--- src/verilog/tcc_defs.svh ---
// Constants for the temperature conversion control block.
// Assumes a 125 MHz core clock; counts are in clock cycles.
`ifndef TCC_DEFS_SVH
`define TCC_DEFS_SVH
`define TCC_PTR_CFG_RD     8'h03
`define TCC_PTR_RATE_RD    8'h04
`define TCC_PTR_CFG_WR     8'h09
`define TCC_PTR_RATE_WR    8'h0a
`define TCC_PTR_OFS_HI     8'h11
`define TCC_PTR_OFS_LO     8'h12
`define TCC_PTR_ONESHOT    8'h0f
`define TCC_PTR_NFACT      8'h23
`define TCC_CFG_RESET      8'h00
`define TCC_RATE_RESET     8'h08
`define TCC_RATE_MAX       8'h09
`define TCC_CFG_WMASK      8'he4
`define TCC_BIT_MASK       7
`define TCC_BIT_SD         6
`define TCC_BIT_PINSEL     5
`define TCC_BIT_RANGE      2
`define TCC_CLK_HZ         125000000
`define TCC_NFACT_BASE     2088
// Slowest interval 16 s, in cycles, halved per rate step
`define TCC_IDLE_SLOWEST   64'd2000000000
`endif

--- src/verilog/tcc_pkg.sv ---
// Types for the temperature conversion control block.
// Assumes the constants header is included by its users.
package tcc_pkg;
    typedef enum logic [1:0] {TCC_IDLE, TCC_CONV, TCC_WAIT} tcc_state_t;
    typedef struct packed {
        logic       write;
        logic       read;
        logic [7:0] pointer;
        logic [7:0] wdata;
    } tcc_req_t;
endpackage : tcc_pkg

--- src/verilog/tcc_core.sv ---
// Conversion control: configuration, rate, one-shot, n-factor, offset.
// Assumes a serial engine presents decoded register accesses, one cycle.
// Overview of operation
// Config written at 09h, read at 03h
// Mask bit 7 disables alert output
// Mask ignored when pin select is one
// Shutdown clear: convert continuously at rate
// Shutdown set: finish current, then stop
// Shutdown cleared: resume continuous conversions
// Bit 5 picks alert or overtemp out
// Bit 2 picks standard or extended range
// Host writes zero to reserved bits
// Rate read 04h, write 0Ah, idle only
// Codes 0-9 double rate; reset 08h
// Trigger write in shutdown starts one cycle
// After triggered cycle return to shutdown
// Trigger data byte is discarded
// Signed n-factor adjust at 23h, reset 0
// Effective factor 1.008*2088/(2088+adjust)
// Remote offset added to each remote result
// Offset 12 bits at pointers 11, 12
// Busy reads one while converting
// Rate above 09h fastest; ignore trigger running
`timescale 1ns/1ps
`include "tcc_defs.svh"
module tcc_core
(
    // Clock and reset
    input  wire logic            i_clock,
    input  wire logic            i_reset,
    // Decoded register access from the serial engine
    input  wire tcc_pkg::tcc_req_t i_req,
    output logic [7:0]           o_rdata,
    // Measurement path
    input  wire logic            i_conv_done,
    input  wire logic [11:0]     i_remote_raw,
    input  wire logic            i_remote_valid,
    input  wire logic            i_alert_raw,
    input  wire logic            i_overtemp2_raw,
    output logic                 o_conv_start,
    output logic                 o_busy,
    output logic [11:0]          o_remote_result,
    output logic                 o_remote_valid,
    output logic                 o_extended_range,
    output logic signed [7:0]    o_nfactor_adjust,
    output logic [11:0]          o_nfactor_denom,
    // Shared output pin, active low, open drain
    output logic                 o_shared_pin_n
);
    import tcc_pkg::*;

    // ==========================================================
    // Register storage
    // ==========================================================
    logic [7:0]  config_byte;
    logic [7:0]  rate_code;
    logic [7:0]  nfactor;
    logic [11:0] remote_offset;
    tcc_state_t  state;
    logic [63:0] idle_count;
    logic        single_run;

    function automatic logic [63:0] idle_cycles(input logic [7:0] code);
        logic [3:0] c;
        c = (code > `TCC_RATE_MAX) ? 4'(`TCC_RATE_MAX) : code[3:0];
        idle_cycles = `TCC_IDLE_SLOWEST >> c;
    endfunction : idle_cycles

    always_ff @(posedge i_clock)
    begin
        if (i_reset)
            config_byte <= `TCC_CFG_RESET;
        else if (i_req.write && i_req.pointer == `TCC_PTR_CFG_WR)
            config_byte <= i_req.wdata & `TCC_CFG_WMASK;
    end

    always_ff @(posedge i_clock)
    begin
        if (i_reset)
            rate_code <= `TCC_RATE_RESET;
        else if (i_req.write && i_req.pointer == `TCC_PTR_RATE_WR)
            rate_code <= i_req.wdata;
    end

    always_ff @(posedge i_clock)
    begin
        if (i_reset)
            nfactor <= 8'h00;
        else if (i_req.write && i_req.pointer == `TCC_PTR_NFACT)
            nfactor <= i_req.wdata;
    end

    always_ff @(posedge i_clock)
    begin
        if (i_reset)
            remote_offset <= 12'h000;
        else if (i_req.write && i_req.pointer == `TCC_PTR_OFS_HI)
            remote_offset[11:4] <= i_req.wdata;
        else if (i_req.write && i_req.pointer == `TCC_PTR_OFS_LO)
            remote_offset[3:0] <= i_req.wdata[7:4];
    end

    // ==========================================================
    // Read mux
    // ==========================================================
    always_ff @(posedge i_clock)
    begin
        if (i_reset)
            o_rdata <= 8'h00;
        else if (i_req.read)
        begin
            unique case (i_req.pointer)
                `TCC_PTR_CFG_RD:  o_rdata <= config_byte;
                `TCC_PTR_RATE_RD: o_rdata <= rate_code;
                `TCC_PTR_NFACT:   o_rdata <= nfactor;
                `TCC_PTR_OFS_HI:  o_rdata <= remote_offset[11:4];
                `TCC_PTR_OFS_LO:  o_rdata <= {remote_offset[3:0], 4'h0};
                default:          o_rdata <= 8'h00;
            endcase
        end
    end

    // ==========================================================
    // Conversion sequencer
    // ==========================================================
    logic shutdown;
    logic trigger;
    assign shutdown = config_byte[`TCC_BIT_SD];
    // Data byte of the trigger write is never looked at
    assign trigger  = i_req.write && i_req.pointer == `TCC_PTR_ONESHOT;

    always_ff @(posedge i_clock)
    begin
        if (i_reset)
        begin
            state        <= TCC_WAIT;
            idle_count   <= 64'h0;
            single_run   <= 1'b0;
            o_conv_start <= 1'b0;
        end
        else
        begin
            o_conv_start <= 1'b0;
            unique case (state)
                TCC_IDLE:
                begin
                    if (!shutdown)
                    begin
                        state      <= TCC_WAIT;
                        idle_count <= 64'h0;
                    end
                    else if (trigger)
                    begin
                        state        <= TCC_CONV;
                        single_run   <= 1'b1;
                        o_conv_start <= 1'b1;
                    end
                end
                TCC_WAIT:
                begin
                    if (shutdown)
                        state <= TCC_IDLE;
                    else if (idle_count >= idle_cycles(rate_code))
                    begin
                        state        <= TCC_CONV;
                        single_run   <= 1'b0;
                        o_conv_start <= 1'b1;
                    end
                    else
                        idle_count <= idle_count + 64'h1;
                end
                TCC_CONV:
                begin
                    // Triggers while running are ignored
                    if (i_conv_done)
                    begin
                        idle_count <= 64'h0;
                        if (shutdown || single_run)
                            state <= TCC_IDLE;
                        else
                            state <= TCC_WAIT;
                    end
                end
            endcase
        end
    end

    assign o_busy = (state == TCC_CONV);

    // ==========================================================
    // Remote correction and pin function
    // ==========================================================
    assign o_nfactor_adjust = nfactor;
    // Denominator of the effective ideality; numerator is 1.008*2088
    assign o_nfactor_denom = 12'(`TCC_NFACT_BASE) + {{4{nfactor[7]}}, nfactor};
    assign o_extended_range = config_byte[`TCC_BIT_RANGE];

    always_ff @(posedge i_clock)
    begin
        if (i_reset)
        begin
            o_remote_result <= 12'h000;
            o_remote_valid  <= 1'b0;
        end
        else
        begin
            o_remote_valid <= i_remote_valid;
            if (i_remote_valid)
                o_remote_result <= i_remote_raw + remote_offset;
        end
    end

    always_ff @(posedge i_clock)
    begin
        if (i_reset)
            o_shared_pin_n <= 1'b1;
        else if (config_byte[`TCC_BIT_PINSEL])
            o_shared_pin_n <= ~i_overtemp2_raw;
        else
            o_shared_pin_n <= ~(i_alert_raw && !config_byte[`TCC_BIT_MASK]);
    end
endmodule : tcc_core

--- config.mk ---
export PLATFORM = sky130hd
export DESIGN_NAME = tcc_core
export DESIGN_NICKNAME = d
export VERILOG_FILES = /design/src/verilog/tcc_pkg.sv /design/src/verilog/tcc_core.sv
export VERILOG_INCLUDE_DIRS = /design/src /design/src/verilog
export SDC_FILE = /design/constraint.sdc
export NUM_CORES = 1
export LEC_CHECK = 0
export BUFFER_PORTS_ARGS = -buffer_cell sky130_fd_sc_hd__buf_2
export CAP_MARGIN = 20
export CELL_PAD_IN_SITES_DETAIL_PLACEMENT = 1
export CELL_PAD_IN_SITES_GLOBAL_PLACEMENT = 2
export CORE_MARGIN = 2
export CORE_UTILIZATION = 33
export CTS_BUF_LIST = sky130_fd_sc_hd__clkbuf_8
export DETAILED_ROUTE_END_ITERATION = 16
export PLACE_DENSITY = 0.8
export SETUP_SLACK_MARGIN = 0.4
export SYNTH_ARGS = -nofsm -noshare
export SYNTH_HDL_FRONTEND = slang
export SYNTH_SLANG_ARGS = --single-unit
--- constraint.sdc ---
create_clock -name i_clock -period 4.1 [get_ports i_clock]
set_input_delay 0.205 -clock i_clock [delete_from_list [all_inputs] [get_ports i_clock]]
set_output_delay 0.205 -clock i_clock [all_outputs]
set_load 0.01 [all_outputs]
==> Word-level counts from Yosys, hierarchy flattened <==
Index checks and enable logic that the tools add are counted.
Widths: inputs -> output; s select.
{ "classes": {"n_addsub": 3, "multipliers": 0, "n_div": 0, "n_lt_le_gt_ge": 2, "eq_ne": 19, "n_shift": 1, "muxes": 25, "bitwise_logic": 3, "reduce_logical": 15} }
{ "op_table": {"columns": ["operator", "n"], "rows": [
  ["$mux 64", 4],
  ["$pmux 64 s3", 1],
  ["$add 64x1->64 const B", 1],
  ["$ge 64x64->1", 1],
  ["$shr 31x4->64 const A", 1],
  ["$pmux 8 s5", 1],
  ["$eq 8x4->1 const B", 3],
  ["$eq 8x5->1 const B", 2],
  ["$ne 2x2->1 const B", 7],
  ["$add 12x12->12", 1],
  ["$add 12x12->12 const A", 1],
  ["$mux 2", 6],
  ["$mux 1", 9],
  ["$eq 8x2->1 const B", 1],
  ["$eq 8x3->1 const B", 1],
  ["$eq 8x6->1 const B", 1],
  ["$gt 8x4->1 const B", 1],
  ["$logic_and 1x1->1", 7],
  ["$ne 3x3->1 const B", 2],
  ["$pmux 2 s3", 1],
  ["$reduce_and 5->1", 1],
  ["$mux 4", 1],
  ["$pmux 1 s2", 2],
  ["$reduce_and 4->1", 1],
  ["other kinds (9)", 11]
]} }
{ "totals": {"reg_bits": 122, "latch_bits": 0, "ram_bits": 0, "rom_bits": 0, "elab_cells": 81, "mem_count": 0} }

==> Logic depth before layout (Yosys ltp) <==
Gate-level depths: netlist of the first run.
{ "depth": {"ltp_word": 7, "ltp_mapped": 21, "depth_no_buf": 16} }

==> Worst setup path before layout of the first run <==
OpenSTA, ideal clock, no wires.
{ "synth_path": {"path_kind": "register to register", "startpoint": "register rate_code[4]", "endpoint": "register idle_count[20]", "arrival_time_ns": 3.788, "t_required_ns": 4.041, "setup_slack_ns": 0.253, "stages_incl_launch_ff": 18, "period_less_slack_ns": 3.847, "path_cell_list": "dfxtp_1 > or4_1 > or3_1 > clkbuf_1 > ha_1 > inv_1 > o21ai_0 > nor2_1 > ha_1 > a21oi_1 > o21ai_0 > a22oi_1 > nand4b_1 > a2bb2oi_2 > buf_6 > buf_2 > or4_1 > nand2_1"} }
{ "synth_via": {"elab_chain_len": 6} }
{ "synth_rtl": {"columns": ["element", "line", "rtl"], "rows": [
  ["start: declaration", "tcc_core.sv:56", "logic [7:0] rate_code;"],
  ["start signal: assignment", "tcc_core.sv:80", "rate_code <= `TCC_RATE_RESET;"],
  ["start signal: assignment", "tcc_core.sv:82", "rate_code <= i_req.wdata;"],
  ["$gt 8x4->1 (no line)", null, null],
  ["$mux 4", "tcc_core.sv:65", "c = (code > `TCC_RATE_MAX) ? 4'(`TCC_RATE_MAX) : code[3:0];"],
  ["$shr 31x4->64 (no line)", null, null],
  ["$ge 64x64->1", "tcc_core.sv:163", "else if (idle_count >= idle_cycles(rate_code))"],
  ["$ne 2x2->1 (no line)", null, null],
  ["$reduce_and 4->1 (no line)", null, null],
  ["end signal: assignment", "tcc_core.sv:170", "idle_count <= idle_count + 64'h1;"],
  ["end: declaration", "tcc_core.sv:60", "logic [63:0] idle_count;"]
]} }
No other way between the ends.
A chain may end at the register's enable or synchronous reset.

==> Worst setup path after layout of the first run <==
{ "layout_path": {"startpoint": "register rate_code[7]", "endpoint": "register idle_count[14]"} }
The elaborated chain is that of the path after synthesis.

==> results of run 1 <==
cell families after synthesis:
| kind of cell | count (synthesis) | synth area share |
|---|---|---|
| xor+xnor | 8 | 0.0101 |
| compound gates | 193 | 0.171 |
| mux | 23 | 0.0337 |
| fa+ha+maj | 56 | 0.103 |
| flops | 122 | 0.354 |
| simple gates | 371 | 0.285 |
| buf+inv | 67 | 0.0439 |
Yosys cell counts (5+ instances only):
library cell	number	area, µm²
dfxtp_1	122	2440
nand2_1	89	334
a21oi_1	84	420
nor2_1	59	221
ha_1	55	688
nand3_1	43	215
o21ai_0	38	190
and2_1	36	225
clkbuf_1	34	128
or3_1	28	175
mux2i_1	21	210
inv_1	20	75.1
nand4_1	20	125
nor4_1	15	93.8
a22oi_1	12	90.1
nor2b_1	12	75.1
nor3_1	12	60.1
or4_1	12	90.1
a211oi_1	8	60.1
and3_1	8	50.1
nand2b_1	8	50.1
a21o_1	6	45.0
o211ai_1	6	45.0
o21a_1	5	37.5
o31ai_1	5	37.5
xnor2_1	5	43.8
power groups by stage:
stage / clock network, µW / logic (µW) / registers (µW)
after floorplan: 0 / 243 / 1260
after global placement: 0 / 364 / 1260
after detailed placement: 0 / 368 / 1260
after CTS: 1170 / 383 / 1230
after global routing: 1230 / 427 / 1240
final: 1140 / 382 / 1230
flip-flops by register name, indices dropped and copies added (netlist names), 2 cells and up:
signal / cells
o_nfactor_adjust: 8
rate_code: 8
idle_count: 64
state: 2
remote_offset: 12
o_remote_result: 12
o_rdata: 8
config_byte: 4
layer usage:
metal | up-vias | track usage
met1 | 3225 | 0.265
met3 | 28 | 0.0380
met2 | 135 | 0.342
met4 | 0 | 0.0505
met5 | - | 0
li1 | 3253 | -
worst min-delay path by stage:
stage	endpoint	depth (start not counted)	startpoint
final	o_nfactor_adjust[1]$_SDFFE_PP0P_	3	i_req[1]
after global routing	remote_offset[5]$_SDFFE_PP0P_	3	i_req[1]
after CTS	remote_offset[5]$_SDFFE_PP0P_	3	i_req[1]
after detailed placement	idle_count[62]$_SDFFE_PP0P_	1	idle_count[62]$_SDFFE_PP0P_
after global placement	idle_count[62]$_SDFFE_PP0P_	1	idle_count[62]$_SDFFE_PP0P_
after floorplan	rate_code[3]$_SDFFE_PP1P_	1	i_req[3]
stage by stage:
stage	setup slack [ps]	area (µm²)	util	total power (µW)	TNS (ps)
finish	86.2	8670	0.426	2760	0
global route	-39.1	8670	0.426	2890	-101
CTS	101	8280	0.407	2790	0
detailed placement	-57.3	7650	0.376	1630	-157
global placement	11.9	7650	0.376	1620	0
floorplan	403	6960	-	1500	0
tightest hold or removal path: cells and delay by family:
kind / cells / cell delay [ps]
AO/OA/AOI/OAI: 1 / 60
buffers and inverters: 1 / 120
AND/OR/NAND/NOR: 1 / 60
cell type report:
class	count	area, µm²	share of cell area
multi-input combinational	651	4560	0.526
sequential	122	2440	0.282
timing repair buffer	121	838	0.0967
tap	270	338	0.0390
clock buffer	18	248	0.0286
clock inverter	14	161	0.0186
inverter	20	80.1	0.00923
repair_timing:
item | CTS | global route
resized for setup | 21 | 84
cloned | 2 | 2
buffers inserted | 9 | 7
endpoints found under the hold margin | 1 | 0
setup endpoints to repair | 37 | 37
hold buffers | 1 | 0
pin swaps | 17 | 39
==> impl_metrics.py, run 1 <==
metrics = {
    "status": {
        "run_status": "finished, final reports clean",
    },
    "critical_path": {
        "crit_slowest_cell": "or4_4",
        "reg2reg_depth": 15,
        "cp.required_ps": 4480,
        "cp.depth": 15,
        "crit_start": "rate_code[7]$_SDFFE_PP0P_",
        "r2r_slack_ps": 90,
        "r2r_end": "idle_count[14]$_SDFFE_PP0P_",
        "crit_end": "idle_count[14]$_SDFFE_PP0P_",
        "critPathArrivalTime_ps": 4400,
        "critPathMaxFanout": 16,
        "critPathBufInv": 2,
        "path_delay_family": "simple AND/OR/NAND/NOR gates",
        "r2r_start": "rate_code[7]$_SDFFE_PP0P_",
        "critPathMaxStageDelay_ps": 550,
        "path_class": "register to register",
        "worstSetupEndpointType": "register",
        "path_cells": "or4_4 -> or3_4 -> ha_4 -> inv_4 -> o21ai_4 -> nor2_2 -> ha_1 -> a21oi_2 -> o21ai_1 -> a22oi_2 -> nand4b_1 -> a2bb2oi_4 -> buf_12 -> or4_1 -> a21oi_1",
        "start_kind": "register",
    },
    "die": {
        "core_um2": 20400,
        "rows": 52,
        "die_area_um2": 22100,
        "die_w_um": 149,
        "die_y_um": 149,
        "io_pins": 81,
        "start_util": 0.339,
    },
    "detailed_routing": {
        "drcViolationCount": 0,
        "highest_layer": "met4",
        "m1WireLength_mm": 10.2,
        "wl_met2_mm": 10.8,
        "routed_wl_mm": 22.4,
        "first_pass_iters": 5,
        "vias": 6641,
        "postRouteAntennaNets": 0,
        "wl_per_cell_um": 18.4,
        "first_iter_violations": 300,
        "viasPerCell": 5.46,
        "route.met3.wl_um": 898,
    },
    "clock_network": {
        "ctsRootBufferMaster": "clkbuf_8",
        "clock-sinks": 122,
        "ctsLongestPathBuffers": 2,
        "h-tree-depth": 4,
        "clk-insertion-delay-late_ps": 460,
        "cts_tree": "done",
        "cts_buffers": 17,
        "path_clk_slew_ps": 90,
    },
    "sta": {
        "drv_slew": 0,
        "skew_ps": 14.9,
        "worst_pin_slew_ps": 990,
        "hold_violations": 0,
        "rsz0062_at_grt": "yes",
        "max_slew_margin": 0.335,
        "fmax_ghz": 0.249,
        "fin_crit_ps": 4010,
        "whs_ps": 19.7,
        "setup_viol": 0,
        "period_share": 0.979,
    },
    "cells_and_area": {
        "syn_to_final_growth_pct": 25.6,
        "num-fill-cells": 2402,
        "drive_above_1_share": 0.252,
        "diodes": 0,
        "fin_nets": 1025,
        "final_cells": 1216,
        "most-common-layout-cells": "dfxtp_1 (120), nand2_1 (88), buf_2 (80)",
        "final_common_cell": "dfxtp_1",
    },
    "synthesis": {
        "synth_fp_nets": 932,
        "synth_area_um2": 6900,
        "ys_ff_latch": 122,
        "synth_flop_cell": "dfxtp_1",
        "syn_area_per_cell_um2": 8.22,
        "netlist_instances": 840,
        "ys_warn_count": 0,
        "yosysSeqAreaShare": 0.354,
        "async_reset_ff_frac": 0,
        "yosysUniqueCellTypes": 65,
        "synth-edff-count": 0,
    },
    "flow_run": {
        "max_cap_viol_count": 0,
    },
    "pwr": {
        "ir_drop_mv": 0.178,
        "power_density_nw_per_um2": 318,
        "switchingPower_uw": 848,
        "clockPowerShare": 0.414,
        "swShare": 0.308,
        "power_frac_seq": 0.448,
        "p_comb_frac": 0.138,
        "intPower_uw": 1910,
        "p_leak_uw": 0.00347,
    },
    "global_route": {
        "grt_pass1_vias": 6599,
        "grt_max_degree": 67,
        "grt_overflow": 0,
        "antenna_found_initial": 0,
        "grt.total_usage": 0.202,
        "grt_pass1_wl_mm": 35.1,
    },
    "placed_design": {
        "hpwl_mm": 15.7,
        "portBuffers": 80,
        "routabilityCongestion": 0.829,
        "place_inst": 1163,
    },
    "hold_path": {
        "hp-class": "input port to register",
    },
}
Power figures use the tool's default switching activity.
==> inputs of run 2 (changes only) <==
Settings changed: CTS_BUF_LIST sky130_fd_sc_hd__clkbuf_8 to sky130_fd_sc_hd__clkbuf_2 sky130_fd_sc_hd__clkbuf_4 sky130_fd_sc_hd__clkbuf_8.
==> run 2 against run 1 <==
Effect of this change: non-clock buffer count did not move; die area did not move; critical endpoint unchanged; highest routed layer unchanged; clock power barely moved; largest power group unchanged.
==> impl_metrics.py, run 2 (synthesis gave the netlist of run 1 again) <==
metrics = {
    "critical_path": {
        "critPathArrivalTime_ps": 4400,
        "path_class": "register to register",
        "start_kind": "register",
        "worstSetupEndpointType": "register",
        "reg2reg_depth": 15,
        "critPathMaxFanout": 16,
        "cp.required_ps": 4480,
    },
    "hold_path": {
        "hp-class": "input port to register",
        "whs_path_depth": 3,
    },
    "cells_and_area": {
        "fin_nets": 1025,
        "num-fill-cells": 2402,
        "largest-register": "idle_count",
        "final_util": 0.426,
        "largest_registers": "idle_count: 64 flops, o_remote_result: 12 flops, remote_offset: 12 flops",
        "drive_above_1_share": 0.253,
        "diodes": 0,
        "stdcell_area_um2": 8680,
        "largest_register_ffs": 64,
        "most-common-layout-cells": "dfxtp_1 (120), nand2_1 (88), buf_2 (80)",
        "final_common_cell": "dfxtp_1",
        "syn_to_final_growth_pct": 25.7,
    },
    "sta": {
        "fin_crit_ps": 4010,
        "whs_ps": 21.2,
        "rsz0062_at_grt": "yes",
        "setup_tns_ps": 0,
        "hold_violations": 0,
        "skew_ps": 15.3,
        "period_share": 0.979,
        "worst_pin_slew_ps": 980,
        "setup_slack_ps": 85.9,
        "fmax_ghz": 0.249,
        "drv_slew": 0,
        "max_slew_margin": 0.341,
        "setup_viol": 0,
    },
    "pwr": {
        "power_frac_seq": 0.446,
        "clockPowerShare": 0.416,
        "power_density_nw_per_um2": 319,
        "intPower_uw": 1920,
        "swShare": 0.306,
        "p_comb_frac": 0.138,
        "switchingPower_uw": 848,
        "p_leak_uw": 0.00347,
        "ir_drop_mv": 0.176,
    },
    "detailed_routing": {
        "viasPerCell": 5.47,
        "wl_per_cell_um": 18.4,
        "highest_layer": "met4",
        "route.met3.wl_um": 872,
        "first_iter_violations": 300,
        "m1WireLength_mm": 10.2,
        "wl_met2_mm": 10.8,
        "vias": 6646,
        "first_pass_iters": 5,
        "postRouteAntennaNets": 0,
        "drcViolationCount": 0,
        "routed_wl_mm": 22.4,
    },
    "die": {
        "core_um2": 20400,
        "die_y_um": 149,
        "start_util": 0.339,
        "die_area_um2": 22100,
        "io_pins": 81,
        "rows": 52,
        "die_w_um": 149,
    },
    "placed_design": {
        "hpwl_mm": 15.7,
        "pre_cts_ws_ps": -57.3,
        "portBuffers": 80,
        "routabilityCongestion": 0.829,
        "place_area_um2": 7650,
    },
    "clock_network": {
        "clk-insertion-delay-late_ps": 460,
        "ctsRootBufferMaster": "clkbuf_8",
        "cts_tree": "done",
        "clock-sinks": 122,
        "cts_buffers": 17,
        "ctsLongestPathBuffers": 2,
        "h-tree-depth": 4,
        "path_clk_slew_ps": 90,
    },
    "global_route": {
        "grt_pass1_vias": 6599,
        "antenna_found_initial": 0,
        "grt_pass1_wl_mm": 35.1,
        "grt_overflow": 0,
        "grt.total_usage": 0.202,
        "grt_max_degree": 67,
    },
    "flow_run": {
        "max_cap_viol_count": 0,
    },
    "status": {
        "run_status": "finished, final reports clean",
    },
}
## run 2: changes by cell type in the layout (fill, tap and decap cells not counted)
| cell | before | now |
|---|---|---|
| inv_1 | 18 | 17 |
| clkbuf_4 | 0 | 1 |
## run 2: routing by layer
metal / vias to the layer above / GRT usage
li1: 3252 / -
met2: 131 / 0.342
met5: - / 0
met3: 27 / 0.0380
met4: 0 / 0.0505
met1: 3236 / 0.265
## run 2: path summary, 6_finish.rpt
kind | start | to | slack (ps)
hold / removal | i_req[1] | o_nfactor_adjust[1]$_SDFFE_PP0P_ | 20
setup / recovery | rate_code[7]$_SDFFE_PP0P_ | idle_count[14]$_SDFFE_PP0P_ | 90
hold reg to reg | idle_count[62]$_SDFFE_PP0P_ | idle_count[62]$_SDFFE_PP0P_ | 460
setup reg to reg | rate_code[7]$_SDFFE_PP0P_ | idle_count[14]$_SDFFE_PP0P_ | 90
## run 2: cell type report
class                      instances  area [µm²]  share of cell area
inverter                          20        80.1             0.00923
multi-input combinational        651        4560               0.526
clock inverter                    13         158              0.0182
sequential                       122        2440               0.282
timing repair buffer             121         838              0.0966
clock buffer                      19         255              0.0294
tap                              270         338              0.0389
## run 2: critical path, cell delays in order (launching register included)
cell       delay [ps]
dfxtp_2           320
or4_4             550
or3_4             440
ha_4              310
inv_4              40
o21ai_4           150
nor2_2             70
ha_1              330
a21oi_2           130
o21ai_1            90
a22oi_2           230
nand4b_1          200
a2bb2oi_4         250
buf_12            180
or4_1             490
a21oi_1           140
## run 2: timing repair
| action | CTS | global route |
|---|---|---|
| buffers inserted | 9 | 7 |
| hold buffers | 1 | 0 |
| pin swaps | 17 | 39 |
| endpoints found under the hold margin | 1 | 0 |
| cloned | 2 | 2 |
| setup endpoints to repair | 37 | 37 |
| gates resized for setup | 21 | 84 |
## run 2: power groups by stage
| stage | Clock (µW) | Combinational (µW) | Sequential [µW] |
|---|---|---|---|
| floorplan | 0 | 243 | 1260 |
| global placement | 0 | 364 | 1260 |
| detailed placement | 0 | 368 | 1260 |
| CTS | 1180 | 383 | 1230 |
| global route | 1240 | 427 | 1240 |
| finish | 1150 | 382 | 1230 |
## run 2: per-stage QoR
stage,power (µW),instances
global placement,1620,1163
detailed placement,1630,1163
finish,2770,1216
CTS,2790,1207
floorplan,1500,840
global route,2900,1216
==> inputs of run 3 (changes only) <==
Settings changed: CELL_PAD_IN_SITES_DETAIL_PLACEMENT 1 to not set, CELL_PAD_IN_SITES_GLOBAL_PLACEMENT 2 to not set, CORE_UTILIZATION 33 to 55.
==> run 3 against run 2 <==
Effect of this change: die area shrank 39%; largest cell class unchanged; combinational power shrank 3%; via count grew 3.3%; final area shrank 2.4%; critical path type unchanged.
==> impl_metrics.py, run 3 (synthesis gave the netlist of run 1 again) <==
metrics = {
    "critical_path": {
        "crit_start": "rate_code[5]$_SDFFE_PP0P_",
        "worstSetupEndpointType": "register",
        "r2r_end": "idle_count[25]$_SDFFE_PP0P_",
        "critPathBufInv": 3,
        "start_kind": "register",
        "critPathArrivalTime_ps": 4370,
        "path_cells": "or4_4 -> or3_4 -> ha_4 -> inv_4 -> o21ai_4 -> nor2_2 -> ha_1 -> nand4_1 -> nor3_1 -> a22oi_2 -> nand4b_1 -> a2bb2oi_4 -> buf_12 -> buf_8 -> or3_4 -> a21oi_2",
        "cp.depth": 16,
        "reg2reg_depth": 16,
        "r2r_start": "rate_code[5]$_SDFFE_PP0P_",
        "cp.required_ps": 4480,
        "crit_end": "idle_count[25]$_SDFFE_PP0P_",
        "crit_slowest_cell": "or4_4",
        "r2r_slack_ps": 100,
        "path_delay_family": "simple AND/OR/NAND/NOR gates",
        "path_class": "register to register",
        "critPathMaxStageDelay_ps": 560,
        "cp_common_cell": "or3_4",
        "critPathMaxFanout": 9,
    },
    "global_route": {
        "grt_overflow": 0,
        "antenna_found_initial": 0,
        "grt.total_usage": 0.281,
        "grt_max_degree": 64,
        "grt_pass1_vias": 6111,
        "grt_pass1_wl_mm": 30.0,
    },
    "hold_path": {
        "hp-class": "input port to register",
    },
    "pwr": {
        "p_leak_uw": 0.00343,
        "p_comb_frac": 0.139,
        "swShare": 0.310,
        "finalPower_uw": 2660,
        "intPower_uw": 1840,
        "power_density_nw_per_um2": 314,
        "power_frac_seq": 0.464,
        "ir_drop_mv": 0.252,
        "switchingPower_uw": 826,
        "clockPowerShare": 0.397,
    },
    "sta": {
        "worst_pin_slew_ps": 1010,
        "fin_crit_ps": 4000,
        "max_slew_margin": 0.327,
        "drv_slew": 0,
        "skew_ps": 15.3,
        "hold_violations": 0,
        "setup_tns_ps": 0,
        "whs_ps": 32.1,
        "rsz0062_at_grt": "yes",
        "period_share": 0.974,
        "fmax_ghz": 0.250,
        "setup_viol": 0,
        "setup_slack_ps": 105,
    },
    "clock_network": {
        "ctsRootBufferMaster": "clkbuf_8",
        "cts_tree": "done",
        "cts_buffers": 17,
        "clock-sinks": 122,
        "h-tree-depth": 4,
        "path_clk_slew_ps": 80,
        "clk-insertion-delay-late_ps": 460,
        "ctsLongestPathBuffers": 2,
    },
    "cells_and_area": {
        "largest-register": "idle_count",
        "fin_nets": 1020,
        "largest_registers": "idle_count: 64 flops, o_remote_result: 12 flops, remote_offset: 12 flops",
        "multi_input_area_um2": 4520,
        "syn_to_final_growth_pct": 22.7,
        "final_common_cell": "dfxtp_1",
        "most-common-layout-cells": "dfxtp_1 (120), nand2_1 (88), buf_2 (80)",
        "diodes": 0,
        "largest_register_ffs": 64,
        "seqCellArea_um2": 2440,
        "final_util": 0.699,
        "drive_above_1_share": 0.238,
        "num-fill-cells": 940,
    },
    "placed_design": {
        "routabilityCongestion": 0.942,
        "portBuffers": 80,
        "pre_cts_ws_ps": 10.9,
        "hpwl_mm": 12.4,
    },
    "die": {
        "die_area_um2": 13500,
        "die_w_um": 116,
        "start_util": 0.570,
        "rows": 40,
        "io_pins": 81,
        "die_y_um": 116,
        "core_um2": 12100,
    },
    "detailed_routing": {
        "routed_wl_mm": 19.7,
        "first_pass_iters": 6,
        "drcViolationCount": 0,
        "postRouteAntennaNets": 0,
        "vias": 6868,
        "wl_per_cell_um": 17.7,
        "first_iter_violations": 721,
        "viasPerCell": 6.19,
    },
    "status": {
        "run_status": "finished, final reports clean",
    },
    "flow_run": {
        "max_cap_viol_count": 0,
    },
}
-- run 3: cell types whose count changed in the layout (fill, tap and decap cells not counted), moves of 3 or more --
| cell | delta |
|---|---|
| ha_4 | +3 |
| a21oi_1 | -3 |
| buf_4 | -8 |
| a21oi_2 | +3 |
| o21ai_2 | -12 |
| o31ai_1 | +3 |
| buf_8 | +3 |
| clkinvlp_4 | +3 |
| o21ai_0 | +15 |
-- run 3: layer usage --
layer | up-vias | track usage | share of wire
li1 | 3240 | - | -
met1 | 3191 | 0.359 | 0.42
met2 | 355 | 0.465 | 0.46
met3 | 82 | 0.0638 | 0.077
met4 | 0 | 0.110 | 0.046
met5 | - | 0 | 0
-- run 3: power by group through the flow --
stage | clock [µW] | sequential [µW] | combinational [µW]
finish | 1060 | 1240 | 371
global route | 1110 | 1240 | 406
CTS | 1060 | 1230 | 354
detailed placement | 0 | 1260 | 347
global placement | 0 | 1260 | 339
floorplan | 0 | 1260 | 243
-- run 3: worst min-delay path by stage --
stage / end / start / slack (ps) / cells past startpoint
final: o_nfactor_adjust[1]$_SDFFE_PP0P_ / i_req[1] / 30 / 3
after global routing: remote_offset[4]$_SDFFE_PP0P_ / i_req[0] / 30 / 3
after CTS: o_nfactor_adjust[1]$_SDFFE_PP0P_ / i_req[1] / 9 / 3
after detailed placement: idle_count[56]$_SDFFE_PP0P_ / idle_count[56]$_SDFFE_PP0P_ / 440 / 1
after global placement: idle_count[56]$_SDFFE_PP0P_ / idle_count[56]$_SDFFE_PP0P_ / 440 / 1
after floorplan: rate_code[3]$_SDFFE_PP1P_ / i_req[3] / 320 / 1
-- run 3: cell type report --
| class | instances | share of cell area |
|---|---|---|
| Clock buffer | 18 | 0.0292 |
| Clock inverter | 14 | 0.0164 |
| Inverter | 20 | 0.00916 |
| Multi-Input combinational cell | 651 | 0.534 |
| Sequential cell | 122 | 0.289 |
| Tap cell | 168 | 0.0248 |
| Timing Repair Buffer | 116 | 0.0979 |
-- run 3: tightest hold or removal path: stages --
cell and delay [ps]:
buf_2 120, nand3_1 60, a21oi_1 60
-- run 3: stage by stage --
| stage | std cells | area, µm² |
|---|---|---|
| 3_5_place_dp | 1058 | 7490 |
| 6_report | 1109 | 8470 |
| 2_1_floorplan | 840 | 6960 |
| 4_1_cts | 1102 | 8130 |
| 5_1_grt | 1109 | 8470 |
| 3_3_place_gp | 1058 | 7490 |
-- run 3: repair_timing --
action	4_1_cts	5_1_grt
hold buffers	1	0
cloned	2	3
buffers inserted	9	4
endpoints found under the setup margin	36	37
hold endpoints to repair	1	0
resized for setup	34	53
pin swaps	47	54
